$ cat config.mk
export PLATFORM = sky130hd
export DESIGN_NAME = index_seq_io
export DESIGN_NICKNAME = d
export VERILOG_FILES = /design/src/index_seq_pkg.sv /design/src/input_router.sv /design/src/index_seq_io.sv
export SDC_FILE = /design/constraint.sdc
export NUM_CORES = 1
export LEC_CHECK = 0
export ABC_CLOCK_PERIOD_IN_PS = 2770
export BUFFER_PORTS_ARGS = -buffer_cell sky130_fd_sc_hd__buf_2
export CORE_MARGIN = 4
export CORE_UTILIZATION = 25
export CTS_BUF_LIST = sky130_fd_sc_hd__clkbuf_2
export DETAILED_ROUTE_END_ITERATION = 12
export HOLD_SLACK_MARGIN = 0.05
export RECOVER_POWER = 25
export SLEW_MARGIN = 20
export SYNTH_ARGS = -nofsm -noshare
export SYNTH_HDL_FRONTEND = slang
export SYNTH_HIERARCHICAL = 1
export SYNTH_SLANG_ARGS = --single-unit
$ cat constraint.sdc
create_clock -name pclk -period 2.77 [get_ports pclk]
set_input_delay 0.554 -clock pclk [delete_from_list [all_inputs] [get_ports pclk]]
set_output_delay 0.554 -clock pclk [all_outputs]
set_load 0.01 [all_outputs]
$ cat src/index_seq_pkg.sv
// Constants, register map and carrier types for the index sequence I/O block.
// Assumes an APB master on pclk, 32-bit data, one register per aligned word.
// Function
// - Input selector 0 off, 1-A channel, B on
// - Selector B forces logical input asserted
// - Outputs routed by digits, reserved digits ignored
// - Map changes only while disabled, configure then end
// - Start edge begins index, asserts in-motion
// - Start resumes wait-for-start and overrides pause
// - Start ignored while homing or in motion
// - Select inputs sampled at start edge
// - Select changes ignored while in motion
// - Index outputs show running index in motion
// - Stopped: index outputs hold last completed index
// - Pause edge retains index, decelerates motor
// - In-motion stays asserted while paused
// - Start while paused resumes retained index
// - Stop while paused cancels, ready again
// - Stop in motion decelerates and cancels
// - Stop edge cancels and clears in-motion
// - Wait-for-start: in-motion clears at each target
package index_seq_pkg;

  localparam int NUM_IN_CH  = 10;
  localparam int NUM_OUT_CH = 3;
  localparam int SEL_W      = 4;
  localparam int IDX_W      = 6;

  localparam logic [3:0] SEL_OFF = 4'h0;
  localparam logic [3:0] SEL_ON  = 4'hB;

  // Logical input function slots, digit order of the three input map words
  localparam int FN_ENABLE = 0;
  localparam int FN_FWD_OT = 1;
  localparam int FN_REV_OT = 2;
  localparam int FN_START  = 3;
  localparam int FN_PAUSE  = 4;
  localparam int FN_STOP   = 5;
  localparam int FN_SEL0   = 6;
  localparam int NUM_FN    = 12;

  // Register byte offsets
  localparam logic [7:0] ADDR_IN_A    = 8'h00;
  localparam logic [7:0] ADDR_IN_B    = 8'h04;
  localparam logic [7:0] ADDR_IN_C    = 8'h08;
  localparam logic [7:0] ADDR_OUT_A   = 8'h0C;
  localparam logic [7:0] ADDR_OUT_B   = 8'h10;
  localparam logic [7:0] ADDR_OUT_C   = 8'h14;
  localparam logic [7:0] ADDR_OUT_D   = 8'h18;
  localparam logic [7:0] ADDR_CTRL    = 8'h1C;
  localparam logic [7:0] ADDR_STATUS  = 8'h20;

  // Control bits
  localparam int CTRL_CONFIG = 0;
  localparam int CTRL_END    = 1;

  // Reset values of the map words
  localparam logic [15:0] RST_IN_A  = 16'h4BB1;
  localparam logic [15:0] RST_IN_B  = 16'h0765;
  localparam logic [15:0] RST_IN_C  = 16'h0000;
  localparam logic [15:0] RST_OUT_A = 16'h0321;
  localparam logic [15:0] RST_OUT_X = 16'h0000;
  localparam logic [15:0] MASK_RSVD = 16'h00FF;

  typedef enum logic [1:0] {
    ACT_STOP,
    ACT_NEXT,
    ACT_WAIT
  } action_t;

  typedef struct packed {
    logic start;
    logic pause;
    logic stop;
  } seq_edges_t;

endpackage : index_seq_pkg

$ cat src/input_router.sv
// Synchroniser, allocation map and edge detector for the physical inputs.
// Assumes map words are stable while the drive is enabled.
module input_router #(
  parameter int NCH = index_seq_pkg::NUM_IN_CH,
  parameter int NFN = index_seq_pkg::NUM_FN
) (
  // Clock and reset
  input  wire logic                    pclk,
  input  wire logic                    presetn,
  // Physical inputs and allocation
  input  wire logic [NCH-1:0]          phys_in,
  input  wire logic [NFN*4-1:0]        map_sel,
  // Logical functions
  output logic      [NFN-1:0]          func_level,
  output logic      [NFN-1:0]          func_rise
);

  logic [NCH-1:0] sync_a;
  logic [NCH-1:0] sync_b;
  wire logic [NFN-1:0] level_now;
  logic           primed;

  always_ff @(posedge pclk or negedge presetn) begin
    if (!presetn) begin
      sync_a <= '0;
      sync_b <= '0;
    end else begin
      sync_a <= phys_in;
      sync_b <= sync_a;
    end
  end

  function automatic logic route(input logic [3:0] sel, input logic [NCH-1:0] ch);
    logic r;
    r = 1'b0;
    if (sel == index_seq_pkg::SEL_ON) begin
      r = 1'b1;
    end else if (sel != index_seq_pkg::SEL_OFF && sel <= 4'(NCH)) begin
      r = ch[sel - 4'h1];
    end
    return r;
  endfunction : route

  genvar g;
  generate
    for (g = 0; g < NFN; g++) begin : g_fn
      assign level_now[g] = route(map_sel[g*4 +: 4], sync_b);
    end
  endgenerate

  // First sample after reset only primes, so a selector held at B gives no false edge
  always_ff @(posedge pclk or negedge presetn) begin
    if (!presetn) begin
      primed     <= 1'b0;
      func_level <= '0;
      func_rise  <= '0;
    end else begin
      primed     <= 1'b1;
      func_level <= level_now;
      func_rise  <= primed ? (level_now & ~func_level) : '0;
    end
  end

endmodule : input_router

$ cat src/index_seq_io.sv
// Index sequence I/O control: APB map registers, input routing, index sequencer, output routing.
// Assumes motion timing comes from the motion core via move_done and decel_done.
module index_seq_io #(
  parameter int NCH  = index_seq_pkg::NUM_IN_CH,
  parameter int NOUT = index_seq_pkg::NUM_OUT_CH
) (
  // APB
  input  wire logic        pclk,
  input  wire logic        presetn,
  input  wire logic        psel,
  input  wire logic        penable,
  input  wire logic        pwrite,
  input  wire logic [7:0]  paddr,
  input  wire logic [31:0] pwdata,
  output logic      [31:0] prdata,
  output logic             pready,
  output logic             pslverr,
  // Physical I/O
  input  wire logic [NCH-1:0]  phys_in,
  output logic      [NOUT-1:0] phys_out,
  // Motion core
  input  wire logic        homing_busy,
  input  wire logic        move_done,
  input  wire logic        decel_done,
  input  wire logic [1:0]  done_action,
  output logic             move_go,
  output logic             move_decel,
  output logic [5:0]       move_index,
  // Sequence outputs
  output logic             in_motion_flag,
  output logic [5:0]       index_number_outputs,
  output logic             drive_enable,
  output logic             forward_overtravel,
  output logic             reverse_overtravel
);

  typedef enum logic [2:0] {
    ST_IDLE,
    ST_MOVE,
    ST_PAUSING,
    ST_PAUSED,
    ST_STOPPING
  } seq_state_t;

  seq_state_t state;
  logic [15:0] in_a, in_b, in_c;
  logic [15:0] out_a, out_b, out_c, out_d;
  logic [15:0] act_a, act_b, act_c, act_oa;
  logic        configuring;
  logic [index_seq_pkg::NUM_FN-1:0] f_lvl, f_rise;
  wire index_seq_pkg::seq_edges_t ev;
  logic        wr, rd;
  logic [5:0]  sel_code;
  logic [5:0]  last_done;

  assign wr = psel && penable && pwrite;
  assign rd = psel && !penable && !pwrite;

  function automatic logic mapped(input logic [7:0] a);
    return a <= index_seq_pkg::ADDR_STATUS && a[1:0] == 2'b00;
  endfunction : mapped

  // Map registers: writable only while the drive is disabled
  always_ff @(posedge pclk or negedge presetn) begin
    if (!presetn) begin
      in_a  <= index_seq_pkg::RST_IN_A;
      in_b  <= index_seq_pkg::RST_IN_B;
      in_c  <= index_seq_pkg::RST_IN_C;
      out_a <= index_seq_pkg::RST_OUT_A;
      out_b <= index_seq_pkg::RST_OUT_X;
      out_c <= index_seq_pkg::RST_OUT_X;
      out_d <= index_seq_pkg::RST_OUT_X;
      configuring <= 1'b0;
    end else if (wr && !drive_enable) begin
      case (paddr)
        index_seq_pkg::ADDR_IN_A:  in_a  <= pwdata[15:0];
        index_seq_pkg::ADDR_IN_B:  in_b  <= pwdata[15:0];
        index_seq_pkg::ADDR_IN_C:  in_c  <= pwdata[15:0];
        index_seq_pkg::ADDR_OUT_A: out_a <= pwdata[15:0];
        index_seq_pkg::ADDR_OUT_B: out_b <= pwdata[15:0];
        index_seq_pkg::ADDR_OUT_C: out_c <= pwdata[15:0] & index_seq_pkg::MASK_RSVD;
        index_seq_pkg::ADDR_OUT_D: out_d <= pwdata[15:0] & index_seq_pkg::MASK_RSVD;
        index_seq_pkg::ADDR_CTRL: begin
          if (pwdata[index_seq_pkg::CTRL_CONFIG]) begin
            configuring <= 1'b1;
          end
          if (pwdata[index_seq_pkg::CTRL_END]) begin
            configuring <= 1'b0;
          end
        end
        default: ;
      endcase
    end
  end

  // Active map copies load at the end step, so edits take effect together
  always_ff @(posedge pclk or negedge presetn) begin
    if (!presetn) begin
      act_a  <= index_seq_pkg::RST_IN_A;
      act_b  <= index_seq_pkg::RST_IN_B;
      act_c  <= index_seq_pkg::RST_IN_C;
      act_oa <= index_seq_pkg::RST_OUT_A;
    end else if (wr && !drive_enable && configuring && paddr == index_seq_pkg::ADDR_CTRL
                 && pwdata[index_seq_pkg::CTRL_END]) begin
      act_a  <= in_a;
      act_b  <= in_b;
      act_c  <= in_c;
      act_oa <= out_a;
    end
  end

  // APB answers in the access cycle with no wait state
  always_ff @(posedge pclk or negedge presetn) begin
    if (!presetn) begin
      prdata  <= '0;
      pready  <= 1'b0;
      pslverr <= 1'b0;
    end else begin
      pready  <= psel && !penable;
      pslverr <= psel && !penable && !mapped(paddr);
      prdata  <= '0;
      if (rd) begin
        case (paddr)
          index_seq_pkg::ADDR_IN_A:   prdata <= {16'h0000, in_a};
          index_seq_pkg::ADDR_IN_B:   prdata <= {16'h0000, in_b};
          index_seq_pkg::ADDR_IN_C:   prdata <= {16'h0000, in_c};
          index_seq_pkg::ADDR_OUT_A:  prdata <= {16'h0000, out_a};
          index_seq_pkg::ADDR_OUT_B:  prdata <= {16'h0000, out_b};
          index_seq_pkg::ADDR_OUT_C:  prdata <= {16'h0000, out_c};
          index_seq_pkg::ADDR_OUT_D:  prdata <= {16'h0000, out_d};
          index_seq_pkg::ADDR_CTRL:   prdata <= {31'h00000000, configuring};
          index_seq_pkg::ADDR_STATUS: prdata <= {16'h0000, 5'h00, drive_enable, 1'b0,
                                                 index_number_outputs, 2'b00, in_motion_flag};
          default:                    prdata <= '0;
        endcase
      end
    end
  end

  input_router #(
    .NCH (NCH),
    .NFN (index_seq_pkg::NUM_FN)
  ) u_router (
    .pclk       (pclk),
    .presetn    (presetn),
    .phys_in    (phys_in),
    .map_sel    ({act_c, act_b, act_a}),
    .func_level (f_lvl),
    .func_rise  (f_rise)
  );

  assign ev.start = f_rise[index_seq_pkg::FN_START];
  assign ev.pause = f_rise[index_seq_pkg::FN_PAUSE];
  assign ev.stop  = f_rise[index_seq_pkg::FN_STOP];
  assign sel_code = f_lvl[index_seq_pkg::FN_SEL0 +: 6];

  // Sequencer
  always_ff @(posedge pclk or negedge presetn) begin
    if (!presetn) begin
      state      <= ST_IDLE;
      move_index <= '0;
      move_go    <= 1'b0;
      move_decel <= 1'b0;
    end else begin
      move_go    <= 1'b0;
      move_decel <= 1'b0;
      case (state)
        ST_IDLE: begin
          if (ev.start && !homing_busy) begin
            move_index <= sel_code;
            move_go    <= 1'b1;
            state      <= ST_MOVE;
          end
        end
        ST_MOVE: begin
          if (ev.stop) begin
            move_decel <= 1'b1;
            state      <= ST_STOPPING;
          end else if (ev.pause) begin
            move_decel <= 1'b1;
            state      <= ST_PAUSING;
          end else if (move_done) begin
            if (done_action == 2'(index_seq_pkg::ACT_NEXT)) begin
              move_index <= move_index + 6'h01;
              move_go    <= 1'b1;
            end else begin
              state <= ST_IDLE;
            end
          end
        end
        ST_PAUSING: begin
          if (ev.stop) begin
            state <= ST_STOPPING;
          end else if (ev.start) begin
            move_go <= 1'b1;
            state   <= ST_MOVE;
          end else if (decel_done) begin
            state <= ST_PAUSED;
          end
        end
        ST_PAUSED: begin
          if (ev.stop) begin
            state <= ST_IDLE;
          end else if (ev.start) begin
            move_go <= 1'b1;
            state   <= ST_MOVE;
          end
        end
        ST_STOPPING: begin
          if (decel_done) begin
            state <= ST_IDLE;
          end
        end
        default: state <= ST_IDLE;
      endcase
    end
  end

  // Flag follows sequencer; cleared at once on stop, kept through pause
  always_ff @(posedge pclk or negedge presetn) begin
    if (!presetn) begin
      in_motion_flag <= 1'b0;
    end else begin
      in_motion_flag <= (state == ST_IDLE) ? (ev.start && !homing_busy)
                      : (state == ST_STOPPING) ? 1'b0
                      : (state == ST_MOVE) ? !ev.stop && !(move_done && done_action != 2'(index_seq_pkg::ACT_NEXT))
                      : !ev.stop;
    end
  end

  // Last index that reached its target; a cancelled index never becomes the shown number
  always_ff @(posedge pclk or negedge presetn) begin
    if (!presetn) begin
      last_done <= '0;
    end else if (state == ST_MOVE && move_done && !ev.stop && !ev.pause) begin
      last_done <= move_index;
    end
  end

  // Running index while moving, last completed index otherwise; select changes in motion are ignored
  always_ff @(posedge pclk or negedge presetn) begin
    if (!presetn) begin
      index_number_outputs <= '0;
    end else if (state == ST_MOVE || state == ST_PAUSING || state == ST_PAUSED) begin
      index_number_outputs <= move_index;
    end else begin
      index_number_outputs <= last_done;
    end
  end

  // Output routing, one channel per digit value; a digit of zero drives no channel
  function automatic logic digit_hit(input logic [3:0] digit, input int ch);
    return digit == 4'(ch + 1);
  endfunction : digit_hit

  wire logic [NOUT-1:0] next_phys_out;
  genvar o;
  generate
    for (o = 0; o < NOUT; o++) begin : g_out
      assign next_phys_out[o] = (digit_hit(act_oa[3:0], o) && in_motion_flag)
                             || (digit_hit(act_oa[7:4], o) && index_number_outputs[0])
                             || (digit_hit(act_oa[11:8], o) && !drive_enable);
    end
  endgenerate

  always_ff @(posedge pclk or negedge presetn) begin
    if (!presetn) begin
      phys_out <= '0;
    end else begin
      phys_out <= next_phys_out;
    end
  end

  always_ff @(posedge pclk or negedge presetn) begin
    if (!presetn) begin
      drive_enable       <= 1'b0;
      forward_overtravel <= 1'b0;
      reverse_overtravel <= 1'b0;
    end else begin
      drive_enable       <= f_lvl[index_seq_pkg::FN_ENABLE];
      forward_overtravel <= f_lvl[index_seq_pkg::FN_FWD_OT];
      reverse_overtravel <= f_lvl[index_seq_pkg::FN_REV_OT];
    end
  end

  a_start_motion: assert property (@(posedge pclk) disable iff (!presetn)
    (state == ST_IDLE && ev.start && !homing_busy) |=> (move_go && in_motion_flag))
    else $error("start edge did not begin motion");
  a_homing_block: assert property (@(posedge pclk) disable iff (!presetn)
    (state == ST_IDLE && homing_busy) |=> !move_go)
    else $error("start accepted while homing");
  a_select_latch: assert property (@(posedge pclk) disable iff (!presetn)
    (state == ST_IDLE && ev.start && !homing_busy) |=> move_index == $past(sel_code))
    else $error("index select not latched");
  a_select_ignore: assert property (@(posedge pclk) disable iff (!presetn)
    (state == ST_MOVE && !move_done) |=> $stable(move_index))
    else $error("index changed in motion");
  a_pause_flag: assert property (@(posedge pclk) disable iff (!presetn)
    (state == ST_PAUSED && !ev.stop) |=> in_motion_flag)
    else $error("in-motion dropped while paused");
  a_stop_cancel: assert property (@(posedge pclk) disable iff (!presetn)
    (state == ST_MOVE && ev.stop) |=> (!in_motion_flag && move_decel))
    else $error("stop did not cancel");
  a_paused_stop: assert property (@(posedge pclk) disable iff (!presetn)
    (state == ST_PAUSED && ev.stop) |=> state == ST_IDLE)
    else $error("stop while paused did not cancel");
  a_pause_resume: assert property (@(posedge pclk) disable iff (!presetn)
    (state == ST_PAUSED && ev.start && !ev.stop) |=> (move_go && state == ST_MOVE))
    else $error("start did not resume");
  a_pausing_resume: assert property (@(posedge pclk) disable iff (!presetn)
    (state == ST_PAUSING && ev.start && !ev.stop) |=> (move_go && state == ST_MOVE))
    else $error("start did not override pause");
  a_start_ignored: assert property (@(posedge pclk) disable iff (!presetn)
    (state == ST_MOVE && ev.start && !move_done) |=> !move_go)
    else $error("start accepted in motion");
  a_pause_decel: assert property (@(posedge pclk) disable iff (!presetn)
    (state == ST_MOVE && ev.pause && !ev.stop && !move_done) |=> (move_decel && state == ST_PAUSING && in_motion_flag))
    else $error("pause did not decelerate");
  a_pausing_flag: assert property (@(posedge pclk) disable iff (!presetn)
    (state == ST_PAUSING && !ev.stop) |=> in_motion_flag)
    else $error("in-motion dropped while pausing");
  a_resume_index: assert property (@(posedge pclk) disable iff (!presetn)
    (state == ST_PAUSED && ev.start && !ev.stop) |=> $stable(move_index))
    else $error("resume lost the retained index");
  a_stop_decel: assert property (@(posedge pclk) disable iff (!presetn)
    (state == ST_MOVE && ev.stop) |=> state == ST_STOPPING)
    else $error("stop did not decelerate");
  a_stopping_flag: assert property (@(posedge pclk) disable iff (!presetn)
    (state == ST_STOPPING) |=> !in_motion_flag)
    else $error("in-motion set while stopping");
  a_target_clear: assert property (@(posedge pclk) disable iff (!presetn)
    (state == ST_MOVE && !ev.stop && !ev.pause && move_done && done_action == 2'(index_seq_pkg::ACT_WAIT))
    |=> (!in_motion_flag && state == ST_IDLE))
    else $error("in-motion kept at target");
  a_index_running: assert property (@(posedge pclk) disable iff (!presetn)
    (state == ST_MOVE) |=> index_number_outputs == $past(move_index))
    else $error("running index not shown");
  a_index_hold: assert property (@(posedge pclk) disable iff (!presetn)
    (state == ST_IDLE) |=> index_number_outputs == $past(last_done))
    else $error("completed index not held");
  a_map_locked: assert property (@(posedge pclk) disable iff (!presetn)
    (wr && drive_enable) |=> ($stable(in_a) && $stable(act_a)))
    else $error("map changed while enabled");

endmodule : index_seq_io

# Word-level counts from Yosys, hierarchy flattened

Cells that the tools add are included.

Register bits: 260
Memories: 0
Bits in writable memories: 0
ROM bits: 0
Bits in latches: 0

Div/mod/pow operators: 0
Multipliers: 0
Bitwise logic cells: 2
Mux-type cells: 86
Shift operators: 0
Equal/unequal tests: 45
Reductions and logical operators: 81
$lt $le $gt $ge: 25
Add/subtract/negate cells: 13

Operator list:

| operator                                                                | number |
|---|---|
| 16-bit one-hot mux with 9 select lines                                  | 1 |
| 4-bit by 5-bit < comparator with 1-bit output, second input constant    | 12 |
| 1-bit 2-to-1 mux                                                        | 51 |
| 1-bit binary-select mux with 4-bit select                               | 12 |
| 4-bit equality test, second input constant                              | 12 |
| 4-bit less-or-equal comparator, second input constant                   | 12 |
| 4-bit nonzero test                                                      | 12 |
| 4-bit by 1-bit subtractor with 4-bit output, second input constant      | 12 |
| 6-bit 2-to-1 mux                                                        | 7 |
| 1-bit logical AND                                                       | 37 |
| 3-bit 2-to-1 mux                                                        | 11 |
| 8-bit by 5-bit equality test with 1-bit output, second input constant   | 4 |
| 4-bit by 2-bit equality test with 1-bit output, second input constant   | 6 |
| 8-bit by 4-bit equality test with 1-bit output, second input constant   | 2 |
| 16-bit 2-to-1 mux                                                       | 1 |
| 3-bit one-hot mux with 5 select lines                                   | 1 |
| 2-bit AND reduction                                                     | 7 |
| 4-bit by 1-bit equality test with 1-bit output, second input constant   | 3 |
| 4-bit by 2-bit inequality test with 1-bit output, second input constant | 3 |
| 6-bit one-hot mux with 2 select lines                                   | 1 |
| 6-bit AND reduction                                                     | 2 |
| 2-bit inequality test, second input constant                            | 5 |
| 8-bit by 3-bit equality test with 1-bit output, second input constant   | 1 |
| 8-bit by 6-bit equality test with 1-bit output, second input constant   | 1 |
| other kinds (19)                                                        | 36 |

# Logic depth before layout (Yosys ltp)

Gate-level depths: netlist (run 1).

Word-level depth: 7
Gate-level depth with buffers: 9
Mapped depth without buffers: 6

# Modules after synthesis

Netlist (run 1), hierarchy kept.

By module, submodules not included:

| module       | area each (µm²) | cells each | instances |
|---|---|---|---|
| index_seq_io | 8943.6          | 665        | 1 |
| input_router | 4299.1          | 453        | 1 |

# Least setup slack after synthesis (run 1)

OpenSTA, ideal clock, no wires.

Kind: input -> register
Start point: input port paddr[2]
End point: register in_a[10]
Buffers on the path: 3
Arrival: 2291 ps
Cell stages on the path: 6
Setup slack: 354 ps
Library setup time: 125 ps
Data required time: 2645 ps
Path through: buf_6 -> or4_1 -> buf_2 -> nor3_2 -> buf_2 -> mux2_2

Word-level cells in the longest chain between the ends: 2

RTL lines:

| item                          | RTL line           | RTL |
|---|---|---|
| start, declared               | index_seq_io.sv:13 | `input wire logic [7:0] paddr,` |
| 8-bit zero test               | index_seq_io.sv:75 | `case (paddr)` |
| 2-bit AND reduction (no line) | -                  |  |
| end signal, assigned          | index_seq_io.sv:66 | `in_a <= index_seq_pkg::RST_IN_A;` |
| end signal, assigned          | index_seq_io.sv:76 | `index_seq_pkg::ADDR_IN_A: in_a <= pwdata[15:0];` |
| end, declared                 | index_seq_io.sv:46 | `logic [15:0] in_a, in_b, in_c;` |

Every way passes these cells.
A chain may end at the register's enable or synchronous reset.

# Final worst setup path (run 1)

Start point: register drive_enable
End point: register act_a[13]

Word-level cells in the longest chain between the ends: 5

RTL lines:

| item                            | RTL line            | RTL |
|---|---|---|
| start, declared                 | index_seq_io.sv:32  | `output logic drive_enable,` |
| start signal, assigned          | index_seq_io.sv:280 | `drive_enable <= f_lvl[index_seq_pkg::FN_ENABLE];` |
| 1-bit zero test                 | index_seq_io.sv:103 | `end else if (wr && !drive_enable && configuring && paddr == index_seq_pkg::ADDR_CTRL` |
| 1-bit logical AND (3 in series) | index_seq_io.sv:103 |  |
| 1-bit logical AND               | index_seq_io.sv:104 | `&& pwdata[index_seq_pkg::CTRL_END]) begin` |
| end signal, assigned            | index_seq_io.sv:99  | `act_a <= index_seq_pkg::RST_IN_A;` |
| end signal, assigned            | index_seq_io.sv:105 | `act_a <= in_a;` |
| end, declared                   | index_seq_io.sv:48  | `logic [15:0] act_a, act_b, act_c, act_oa;` |

Every way passes these cells.

==> impl_summary.log, run 1 <==
INFO  metric outcome = finished, violations left
INFO  metric violations = capacitance limit, slew limit
INFO  metric final-hold-violation-count = 0
INFO  metric grt_setup_unrepaired = no
INFO  metric floorplan_die_area = ~55000 sq um
INFO  metric post-cts-setup-buffers = 0
INFO  metric use_met1 = 0.1606
INFO  metric route.detailed.vias_per_inst = 4.796
INFO  metric final.setup.tns = 0 ns
INFO  metric tritoncts.num_buffers = 66
INFO  metric via_count = 9564
INFO  metric nets = 1367
INFO  metric vias_in_the_first_global_route = 9823
INFO  metric max_stage_delay = roughly 0.47 ns
INFO  metric ys.warnings.count = 6
INFO  metric cts.reportedPaths.clkPinSlew = about 0.11 ns
INFO  metric final_max_tran_viols = 68
INFO  metric clk_path_buf_depth = 3
INFO  metric routing_layer_with_the_top_usage_in_global_route = met2
INFO  metric postSynthCellCount = 1100
INFO  metric grt_pass1_wl = about 55000 um
INFO  metric crit_path_max_fanout = 25
INFO  metric worstHoldPathType = input pin to flip-flop
INFO  metric ctsRootBufferMaster = sky130_fd_sc_hd__clkbuf_2
INFO  metric setup.worst_path.start_class = flip-flop
INFO  metric fin_worst_skew = 0.07375 ns
INFO  metric hold_worst_slack = about 0.18 ns
INFO  metric htreeDepth = 3
INFO  metric power.ir.vdd_worst = 0.1959 mV
INFO  metric io_pins = 115
INFO  metric globalplace.congestion = between 0.8 and 0.9
INFO  metric fp.dieW = between 200 and 250 um
INFO  metric initial_core_util = 0.2547
INFO  metric synth_cell_area = 12880 sq um
INFO  metric clock_sinks = ~240
INFO  metric area_growth = 17.38%
INFO  metric final.setup.worst_slack = about 0.32 ns
INFO  metric critPathSlowestCell = sky130_fd_sc_hd__dfrtp_1
INFO  metric maxCapViolCount = 1
INFO  metric io_buffers = 82
INFO  metric totalWireLength = roughly 35000 um
INFO  metric tritoncts = yes
INFO  metric final_number_of_setup_violating_endpoints = 0
INFO  metric drt_iter0_drc = 711
INFO  metric place_worst_setup_slack = 0.3055 ns
INFO  metric avgRoutedWirePerCell = 17.51 um
INFO  metric drc = 0
INFO  metric critPathArrivalTime = 3.11 ns
INFO  metric worstSkewPairLatency = between 0.8 and 0.9 ns
INFO  metric finalCriticalPeriod = approximately 2.5 ns
INFO  metric rows = between 80 and 90
INFO  metric timing_worst_setup_path_type = flip-flop to flip-flop
INFO  metric power.static_leakage = 6.828 nW
INFO  metric fmax = between 400 and 500 MHz
INFO  metric holdBufCountCts = 32
INFO  metric cp_cell_sequence = and4b_1 -> and3_1 -> and2_1 -> and3_2 -> buf_12 -> mux2_2
INFO  metric final.period_utilization = 0.8859
INFO  metric slew_headroom = -0.2074
INFO  metric die-height = 235.0 um
INFO  metric cts.repair.resized = 0
INFO  metric largest_net_degree_at_the_start_of_global_routing = 70
INFO  metric number_of_antenna_violations_at_the_first_check_in_global_routing = 3
INFO  metric worst_ep_required_time = about 3.4 ns
INFO  metric globalRouteMet2Util = 0.2054
INFO  metric max_slew.worst_pin.slew = 1.811 ns
INFO  metric drive_gt1_frac = 0.3512
INFO  metric use_met3 = 0.03049
INFO  metric grt_use_total = 0.1242
INFO  metric end_kind = flip-flop
INFO  metric fillerInstances = 5186
INFO  metric drtAntennaViolNets = 0
INFO  metric first_pass_iters = 5
INFO  metric core-area = 50580 sq um
INFO  metric syn-mean-instance-area = 11.71 sq um
INFO  metric power_per_cell_area = between 400 and 500 nW/um^2
INFO  metric dpl.hpwl = about 26000 um
INFO  metric grt-ovfl-total = 0
## through the flow
stage / cell area, sq um / std cells / utilization / total power, mW
3_5_place_dp: 14190 / 1842 / 0.2806 / 4.038
2_1_floorplan: 12940 / 1115 / - / 3.820
6_report: 15120 / 1994 / 0.2990 / 6.663
5_1_grt: 15120 / 1994 / 0.2990 / 7.070
3_3_place_gp: 14190 / 1842 / 0.2806 / 4.030
4_1_cts: 15160 / 1993 / 0.2997 / 6.812
## cell usage in the layout, fill, tap and decap left out, types with 12 or more instances in the layout
cell type	instances
sky130_fd_sc_hd__o21ai_0	37
sky130_fd_sc_hd__inv_1	40
sky130_fd_sc_hd__clkbuf_2	103
sky130_fd_sc_hd__a2bb2oi_1	12
sky130_fd_sc_hd__xnor2_1	12
sky130_fd_sc_hd__o211ai_1	37
sky130_fd_sc_hd__mux2_1	34
sky130_fd_sc_hd__dfrtp_1	203
sky130_fd_sc_hd__nor2b_1	34
sky130_fd_sc_hd__dlygate4sd3_1	32
sky130_fd_sc_hd__ha_1	37
sky130_fd_sc_hd__nor2_1	36
sky130_fd_sc_hd__a21oi_1	35
sky130_fd_sc_hd__xor2_1	13
sky130_fd_sc_hd__o22ai_1	16
sky130_fd_sc_hd__nor3_1	21
sky130_fd_sc_hd__nand2_1	37
sky130_fd_sc_hd__nand3_1	26
sky130_fd_sc_hd__mux2i_1	40
sky130_fd_sc_hd__nand2b_1	17
sky130_fd_sc_hd__a22oi_1	13
sky130_fd_sc_hd__conb_1	17
sky130_fd_sc_hd__dfstp_2	38
sky130_fd_sc_hd__or3_1	18
sky130_fd_sc_hd__buf_4	41
sky130_fd_sc_hd__buf_2	71
sky130_fd_sc_hd__mux2_2	158
sky130_fd_sc_hd__o32ai_1	13
## power breakdown
group	total (mW)	switching, mW	leakage [nW]	internal (mW)
Sequential	3.61	0.0505	3.16	3.56
Clock	2.67	1.50	0.490	1.17
Combinational	0.387	0.240	3.17	0.148
## area by class of cell
class | instances | area, sq um | area share
flip-flops and latches | 241 | 6078 | 0.4019
well taps | 672 | 840.8 | 0.05559
multi-input cells | 760 | 6275 | 0.4149
clock buffers | 102 | 510.5 | 0.03375
diodes | 1 | 2.502 | 0.0001655
repair buffers | 161 | 1134 | 0.07495
clock inverters | 17 | 133.9 | 0.008852
inverters | 40 | 150.1 | 0.009927
## flip-flops by register name (all words and copies together) (netlist names), 16 cells and up
name,count
act_b,16
act_c,16
in_a,16
act_a,16
prdata,16
out_a,16
in_b,16
in_c,16
out_b,16
## worst paths after layout
kind / from / end / slack (ns) / cells past startpoint
setup / recovery: drive_enable / act_a[13] / 0.32 / 6
hold / removal: move_done / state[0] / 0.18 / 5
setup reg to reg: drive_enable / act_a[13] / 0.32 / 6
hold reg to reg: u_router/sync_a[6] / u_router/sync_b[6] / 0.35 / 0
max in group asynchronous: presetn / in_b[5] / 0.44 / 3
min in group asynchronous: presetn / out_a[7] / 0.77 / 2
## worst max-delay path: cells and delay by family (launching register included)
family / cells / cell delay (ns)
AND/OR/NAND/NOR: 4 / 1.19
flip-flops: 1 / 0.47
multiplexers: 1 / 0.35
buffers and inverters: 1 / 0.23
## metal layers
layer | wire (um) | vias to the layer above
met1 | 15030 | 4798
met2 | 16980 | 313
li1 | - | 4389
met4 | 751 | 2
met5 | 13 | -
met3 | 2148 | 62
No activity file was read; power rests on OpenSTA's default activity.
==> run 2, diff against run 1 <==
- CORE_ASPECT_RATIO: unset -> 0.75
==> run 2 against run 1 <==
Effect of this change:
- the flow still finishes with violations (capacitance limit, slew limit)
- sequential power barely moved
- non-clock buffer count rose by 5
- via count fell by 0.97%
- sequential share of layout area rose by 0.23 points
- register-to-register slack improved by 0.02 ns
- first-iteration DRC count fell by 0.42%
- worst setup slack improved by 0.019 ns
- utilization fell by 0.15 points
- fmax rose by 0.77%
==> impl_summary.log, run 2 (synthesis gave the netlist of run 1 again) <==
INFO  metric holdPathStages = 4 (-1)
INFO  metric stdcell_count = 1975 (-0.95%)
INFO  metric initial_core_util = 0.2549 (about the same)
INFO  metric reg2regPathDepth = 6 (unchanged)
INFO  metric seq_power_share = 0.568 (+0.026)
INFO  metric critPathArrivalTime = 3.15 ns (+0.04 ns)
INFO  metric final.setup.tns = 0 ns (unchanged)
INFO  metric maxCapViolCount = 1 (unchanged)
INFO  metric placedCellCount = 1828 (-0.76%)
INFO  metric dpl.hpwl = 25410 um (-0.53%)
INFO  metric clock_power_share = 0.369 (-0.031)
INFO  metric worstHoldEndpoint = in_motion_flag
INFO  metric holdBufCountCts = 36 (+13%)
INFO  metric grt_pass1_wl = 55070 um (about the same)
INFO  metric cts.repair.resized = 0 (unchanged)
INFO  metric internal_power_component = 4.560 mW (-6.5%)
INFO  metric tritoncts = yes
INFO  metric post-cts-setup-buffers = 0 (unchanged)
INFO  metric flip_flop_and_latch_area = 6078 sq um (unchanged)
INFO  metric slew_headroom = -0.2975 (-0.09010)
INFO  metric area_growth = 16.70%
INFO  metric vias_in_the_first_global_route = 9819 (-0.041%)
INFO  metric timing_worst_setup_path_type = flip-flop to flip-flop
INFO  metric die-height = 204.6 um (-13%)
INFO  metric route.detailed.vias_per_inst = 4.795 (about the same)
INFO  metric grt_setup_unrepaired = no
INFO  metric worstHoldPathType = input pin to flip-flop
INFO  metric multiInputGateArea = 6275 sq um (unchanged)
INFO  metric fillerInstances = 5198 (+0.23%)
INFO  metric totalWireLength = 34910 um (about the same)
INFO  metric clk_path_buf_depth = 3 (unchanged)
INFO  metric rows = 71 (-13%)
INFO  metric worstSkewPairLatency = 0.93 ns (+0.08 ns)
INFO  metric core-area = 50550 sq um (about the same)
INFO  metric nets = 1364 (-0.22%)
INFO  metric clock_sinks = 241 (unchanged)
INFO  metric via_count = 9471 (-0.97%)
INFO  metric grt-ovfl-total = 0 (unchanged)
INFO  metric final_common_cell = sky130_fd_sc_hd__dfrtp_1
INFO  metric min_from = move_done
INFO  metric sw_frac_of_total = 0.2801 (+0.01197)
INFO  metric drt_iter0_drc = 708 (-0.42%)
INFO  metric postLayoutCoreUtil = 0.2975 (-0.001532)
INFO  metric globalplace.congestion = 0.8705 (+2.5%)
INFO  metric first_pass_iters = 5 (unchanged)
INFO  metric worst_ep_required_time = 3.49 ns (+0.06 ns)
INFO  metric fin_worst_skew = 0.1179 ns (+0.04418 ns)
INFO  metric setup.worst_path.start_class = flip-flop
INFO  metric power_per_cell_area = 421.3 nW/um^2 (-4.4%)
INFO  metric tritoncts.num_buffers = 58 (-12%)
INFO  metric power.ir.vdd_worst = 0.2337 mV (+19%)
INFO  metric drive_gt1_frac = 0.3343 (-0.01690)
INFO  metric rrSetupSlack = 0.34 ns (+0.02 ns)
INFO  metric avgRoutedWirePerCell = 17.68 um (+0.93%)
INFO  metric io_buffers = 82 (unchanged)
INFO  metric floorplan_die_area = 55270 sq um (about the same)
INFO  metric final_max_tran_viols = 71 (+4.4%)
INFO  metric drtAntennaViolNets = 0 (unchanged)
INFO  metric largest_net_degree_at_the_start_of_global_routing = 73 (+4.3%)
INFO  metric finalCriticalPeriod = 2.435 ns (-0.01885 ns)
INFO  metric p_switching = 1.774 mW (-0.68%)
INFO  metric fmax = 410.7 MHz (+0.77%)
INFO  metric fp.dieW = 270.1 um (+15%)
INFO  metric ctsRootBufferMaster = sky130_fd_sc_hd__clkbuf_2
INFO  metric htreeDepth = 2 (-1)
INFO  metric final-hold-violation-count = 0 (unchanged)
INFO  metric final_cell_mix = sky130_fd_sc_hd__dfrtp_1, sky130_fd_sc_hd__mux2_2, sky130_fd_sc_hd__clkbuf_2, sky130_fd_sc_hd__buf_2, sky130_fd_sc_hd__buf_4
INFO  metric cts.reportedPaths.clkPinSlew = 0.11 ns (about the same)
INFO  metric final.period_utilization = 0.8791 (-0.006804)
INFO  metric comb_power_frac = 0.063 (+0.005)
INFO  metric number_of_antenna_violations_at_the_first_check_in_global_routing = 5 (+2)
INFO  metric crit_path_max_fanout = 22 (-12%)
INFO  metric violations = capacitance limit, slew limit
INFO  metric end_kind = flip-flop
INFO  metric max_slew.worst_pin.slew = 1.946 ns (+0.1351 ns)
INFO  metric outcome = finished, violations left
INFO  metric final_number_of_setup_violating_endpoints = 0 (unchanged)
INFO  metric grt_use_total = 0.1253 (+0.001161)
INFO  metric reg2reg_to = act_c[5]
INFO  metric drc = 0 (unchanged)
INFO  metric worstReg2RegStart = drive_enable
INFO  metric power.static_leakage = 6.761 nW (-0.99%)
INFO  metric io_pins = 115 (unchanged)
[run 2: cell count changes in the layout (fill, tap and decap cells not counted), sizes merged]
cell / before / now
dlygate4sd3: 32 / 36
clkinv: 11 / 23
clkinvlp: 2 / 0
diode: 1 / 2
clkbuf: 114 / 99
inv: 42 / 40
bufinv: 2 / 0
[run 2: cell type report]
type / instances / share of cell area
antenna: 2 / 0.0003328
clock buffer: 86 / 0.02862
clock inverter: 23 / 0.006823
inverter: 40 / 0.009985
multi-input combinational: 760 / 0.4173
sequential: 241 / 0.4042
tap: 657 / 0.05467
timing repair buffer: 166 / 0.07805
[run 2: layer usage]
layer,GRT usage,vias up,part of all wire
li1,-,4383,-
met1,0.1667,4752,0.45
met2,0.1958,277,0.45
met3,0.04356,57,0.086
met4,0.03208,2,0.018
met5,0,-,0.00037
[run 2: power by group through the flow]
| stage | combinational, mW | sequential (mW) | clock [mW] |
|---|---|---|---|
| after floorplan | 0.177 | 3.64 | 0 |
| after global placement | 0.359 | 3.66 | 0 |
| after detailed placement | 0.367 | 3.66 | 0 |
| after CTS | 0.407 | 3.60 | 2.47 |
| after global routing | 0.442 | 3.61 | 2.66 |
| final | 0.400 | 3.60 | 2.34 |
[run 2: worst max-delay path by stage]
stage | start | endpoint | cells after the start
finish | drive_enable | act_c[5] | 6
global route | state[0] | move_index[0] | 6
CTS | drive_enable | act_c[5] | 6
detailed placement | paddr[2] | prdata[1] | 7
global placement | psel | act_a[10] | 7
floorplan | paddr[2] | in_a[10] | 6
[run 2: critical path, stage by stage (launching register included)]
cell and delay [ns]:
sky130_fd_sc_hd__dfrtp_1 0.46, sky130_fd_sc_hd__and4b_1 0.40, sky130_fd_sc_hd__and3_1 0.26, sky130_fd_sc_hd__and2_1 0.19, sky130_fd_sc_hd__and3_2 0.36, sky130_fd_sc_hd__buf_12 0.21, sky130_fd_sc_hd__mux2_2 0.35
[run 2: per-stage QoR]
step | cell area, sq um | power, mW | hold WS [ns] | setup slack (ns)
after floorplan | 12940 | 3.820 | 0.2584 | 0.3539
after global placement | 14170 | 4.023 | 0.3328 | 0.3155
after detailed placement | 14170 | 4.032 | 0.3347 | 0.2823
after CTS | 15060 | 6.474 | 0.05219 | 0.3101
after global routing | 15040 | 6.704 | 0.09263 | 0.07684
final | 15040 | 6.335 | 0.1789 | 0.3350
==> run 3, diff against run 2 <==
- CTS_BUF_LIST: sky130_fd_sc_hd__clkbuf_2 -> unset
==> run 3 against run 2 <==
Effect of this change:
- the run now ends clean
- power rose by 14%
- utilization shrank 0.22 points
- global-route usage is 0.27 points lower
- clock skew shrank 0.084 ns
- via count down 4.4%
- routed wire length is 1.3% lower
- die area stayed put
- largest cell class unchanged
- critical path type unchanged
- sequential power is essentially flat
- flip-flop and latch count unchanged
- clock power grew 38%
- worst hold slack worse by 0.061 ns
==> impl_summary.log, run 3 (synthesis gave the netlist of run 1 again) <==
INFO  metric final_cell_mix = sky130_fd_sc_hd__dfrtp_1, sky130_fd_sc_hd__mux2_2, sky130_fd_sc_hd__buf_2, sky130_fd_sc_hd__buf_4
INFO  metric final_common_cell = sky130_fd_sc_hd__dfrtp_1
INFO  metric fmax = 410.5 MHz (about the same)
INFO  metric final_max_tran_viols = 0 (-100%)
INFO  metric slew_headroom = 0.4478 (+0.7453)
INFO  metric globalplace.congestion = 0.8705 (unchanged)
INFO  metric critPathArrivalTime = 2.74 ns (-0.41 ns)
INFO  metric largest_net_degree_at_the_start_of_global_routing = 73 (unchanged)
INFO  metric drtAntennaViolNets = 0 (unchanged)
INFO  metric totalWireLength = 34440 um (-1.3%)
INFO  metric first_pass_iters = 5 (unchanged)
INFO  metric dpl.hpwl = 25410 um (unchanged)
INFO  metric cts.repair.resized = 0 (unchanged)
INFO  metric grt_pass1_wl = 53880 um (-2.2%)
INFO  metric finalCriticalPeriod = 2.436 ns (+0.001136 ns)
INFO  metric worstSkewPairLatency = 0.55 ns (-0.38 ns)
INFO  metric clock_sinks = 241 (unchanged)
INFO  metric ctsRootBufferMaster = sky130_fd_sc_hd__clkbuf_16
INFO  metric grt-ovfl-total = 0 (unchanged)
INFO  metric final-hold-violation-count = 0 (unchanged)
INFO  metric worst_ep_required_time = 3.08 ns (-0.41 ns)
INFO  metric hold_worst_slack = 0.1180 ns (-0.06084 ns)
INFO  metric tritoncts.num_buffers = 24 (-59%)
INFO  metric tritoncts = yes
INFO  metric fp.dieW = 270.1 um (unchanged)
INFO  metric via_count = 9057 (-4.4%)
INFO  metric clk_path_buf_depth = 3 (unchanged)
INFO  metric initial_core_util = 0.2549 (unchanged)
INFO  metric worstHoldPathType = input pin to flip-flop
INFO  metric max_slew.worst_pin.slew = 0.8265 ns (-1.120 ns)
INFO  metric end_kind = flip-flop
INFO  metric area_growth = 15.83%
INFO  metric rows = 71 (unchanged)
INFO  metric stdcell_count = 1873 (-5.2%)
INFO  metric outcome = complete, no violations
INFO  metric io_buffers = 82 (unchanged)
INFO  metric setup.worst_path.start_class = flip-flop
INFO  metric timing_worst_setup_path_type = flip-flop to flip-flop
INFO  metric power_per_cell_area = 482.9 nW/um^2 (+15%)
INFO  metric crit_path_max_fanout = 12 (-45%)
INFO  metric vias_in_the_first_global_route = 9321 (-5.1%)
INFO  metric drive_gt1_frac = 0.3224 (-0.01198)
INFO  metric die-height = 204.6 um (unchanged)
INFO  metric setup.worst_path.start = act_c[8]
INFO  metric drc = 0 (unchanged)
INFO  metric power.static_leakage = 6.585 nW (-2.6%)
INFO  metric final_number_of_setup_violating_endpoints = 0 (unchanged)
INFO  metric core-area = 50550 sq um (unchanged)
INFO  metric placedCellCount = 1828 (unchanged)
INFO  metric avgRoutedWirePerCell = 18.39 um (+4.0%)
INFO  metric floorplan_die_area = 55270 sq um (unchanged)
INFO  metric cts.reportedPaths.clkPinSlew = 0.07 ns (-0.04 ns)
INFO  metric final.period_utilization = 0.8795 (about the same)
INFO  metric final.setup.tns = 0 ns (unchanged)
INFO  metric grt_setup_unrepaired = no
INFO  metric htreeDepth = 1 (-1)
INFO  metric power.ir.vdd_worst = 0.3757 mV (+61%)
INFO  metric maxCapViolCount = 0 (-1)
INFO  metric io_pins = 115 (unchanged)
INFO  metric grt_use_total = 0.1227 (-0.002670)
INFO  metric diodes = 0 (-2)
INFO  metric worstReg2RegStart = act_c[8]
INFO  metric drt_iter0_drc = 696 (-1.7%)
INFO  metric number_of_antenna_violations_at_the_first_check_in_global_routing = 4 (-1)
INFO  metric route.detailed.vias_per_inst = 4.836 (+0.84%)
INFO  metric min_from = phys_in[8]
INFO  metric nets = 1295 (-5.1%)
INFO  metric fin_worst_skew = 0.03370 ns (-0.08423 ns)
[run 3: cell types whose count changed in the layout (fill, tap and decap cells not counted), moves of 5 or more]
| cell | before | now |
|---|---|---|
| sky130_fd_sc_hd__clkbuf_16 | 0 | 24 |
| sky130_fd_sc_hd__clkbuf_2 | 87 | 1 |
| sky130_fd_sc_hd__dlygate4sd3_1 | 36 | 1 |
| sky130_fd_sc_hd__clkinv_2 | 1 | 6 |
| sky130_fd_sc_hd__clkinv_1 | 19 | 0 |
[run 3: through the flow]
stage               utilization  cell area (sq um)  total power [mW]  worst slack (ns)
floorplan                     -              12940             3.820            0.3539
global placement         0.2803              14170             4.023            0.3155
detailed placement       0.2803              14170             4.032            0.2823
CTS                      0.2958              14950             7.307            0.4188
global route             0.2953              14920             7.492           0.08831
finish                   0.2953              14920             7.207            0.3339
[run 3: worst paths after layout]
path | cells past startpoint | slack [ns] | endpoint
worst max-delay path | 6 | 0.33 | u_router/func_level[10]
worst min-delay path | 1 | 0.12 | u_router/sync_a[8]
worst max register to register | 6 | 0.33 | u_router/func_level[10]
worst min register to register | 0 | 0.35 | reverse_overtravel
max in group asynchronous | 3 | 0.99 | act_a[1]
min in group asynchronous | 2 | 0.59 | in_motion_flag
[run 3: power by group]
group | leakage (nW) | internal (mW) | switching, mW | total, mW
Clock | 0.377 | 1.79 | 1.45 | 3.24
Combinational | 3.04 | 0.118 | 0.243 | 0.361
Sequential | 3.16 | 3.56 | 0.0386 | 3.60
[run 3: cell type report]
class | count | area (sq um)
inverters | 40 | 150.1
clock inverters | 13 | 118.9
flip-flops and latches | 241 | 6078
multi-input cells | 760 | 6275
repair buffers | 131 | 823.3
well taps | 657 | 822.0
fillers | 5135 | 35620
clock buffers | 31 | 656.9
[run 3: worst max-delay path, stage by stage (launching register included)]
cell and delay [ns]:
sky130_fd_sc_hd__dfrtp_1 0.57, sky130_fd_sc_hd__inv_1 0.15, sky130_fd_sc_hd__ha_1 0.27, sky130_fd_sc_hd__xnor2_1 0.28, sky130_fd_sc_hd__mux2_2 0.39, sky130_fd_sc_hd__a221oi_2 0.26, sky130_fd_sc_hd__a21oi_1 0.28
[run 3: layer usage]
metal | share of wire | GRT usage | wire, um
met2 | 0.45 | 0.1936 | 15440
met4 | 0.017 | 0.02382 | 598
met5 | 0.00078 | 0 | 27
met1 | 0.46 | 0.1685 | 15870
met3 | 0.073 | 0.03618 | 2509
[run 3: what timing repair did]
| item | in CTS | in global routing |
|---|---|---|
| hold buffers | 1 | 0 |
| hold endpoints to repair | 53 | 0 |
| setup buffers | 0 | 0 |
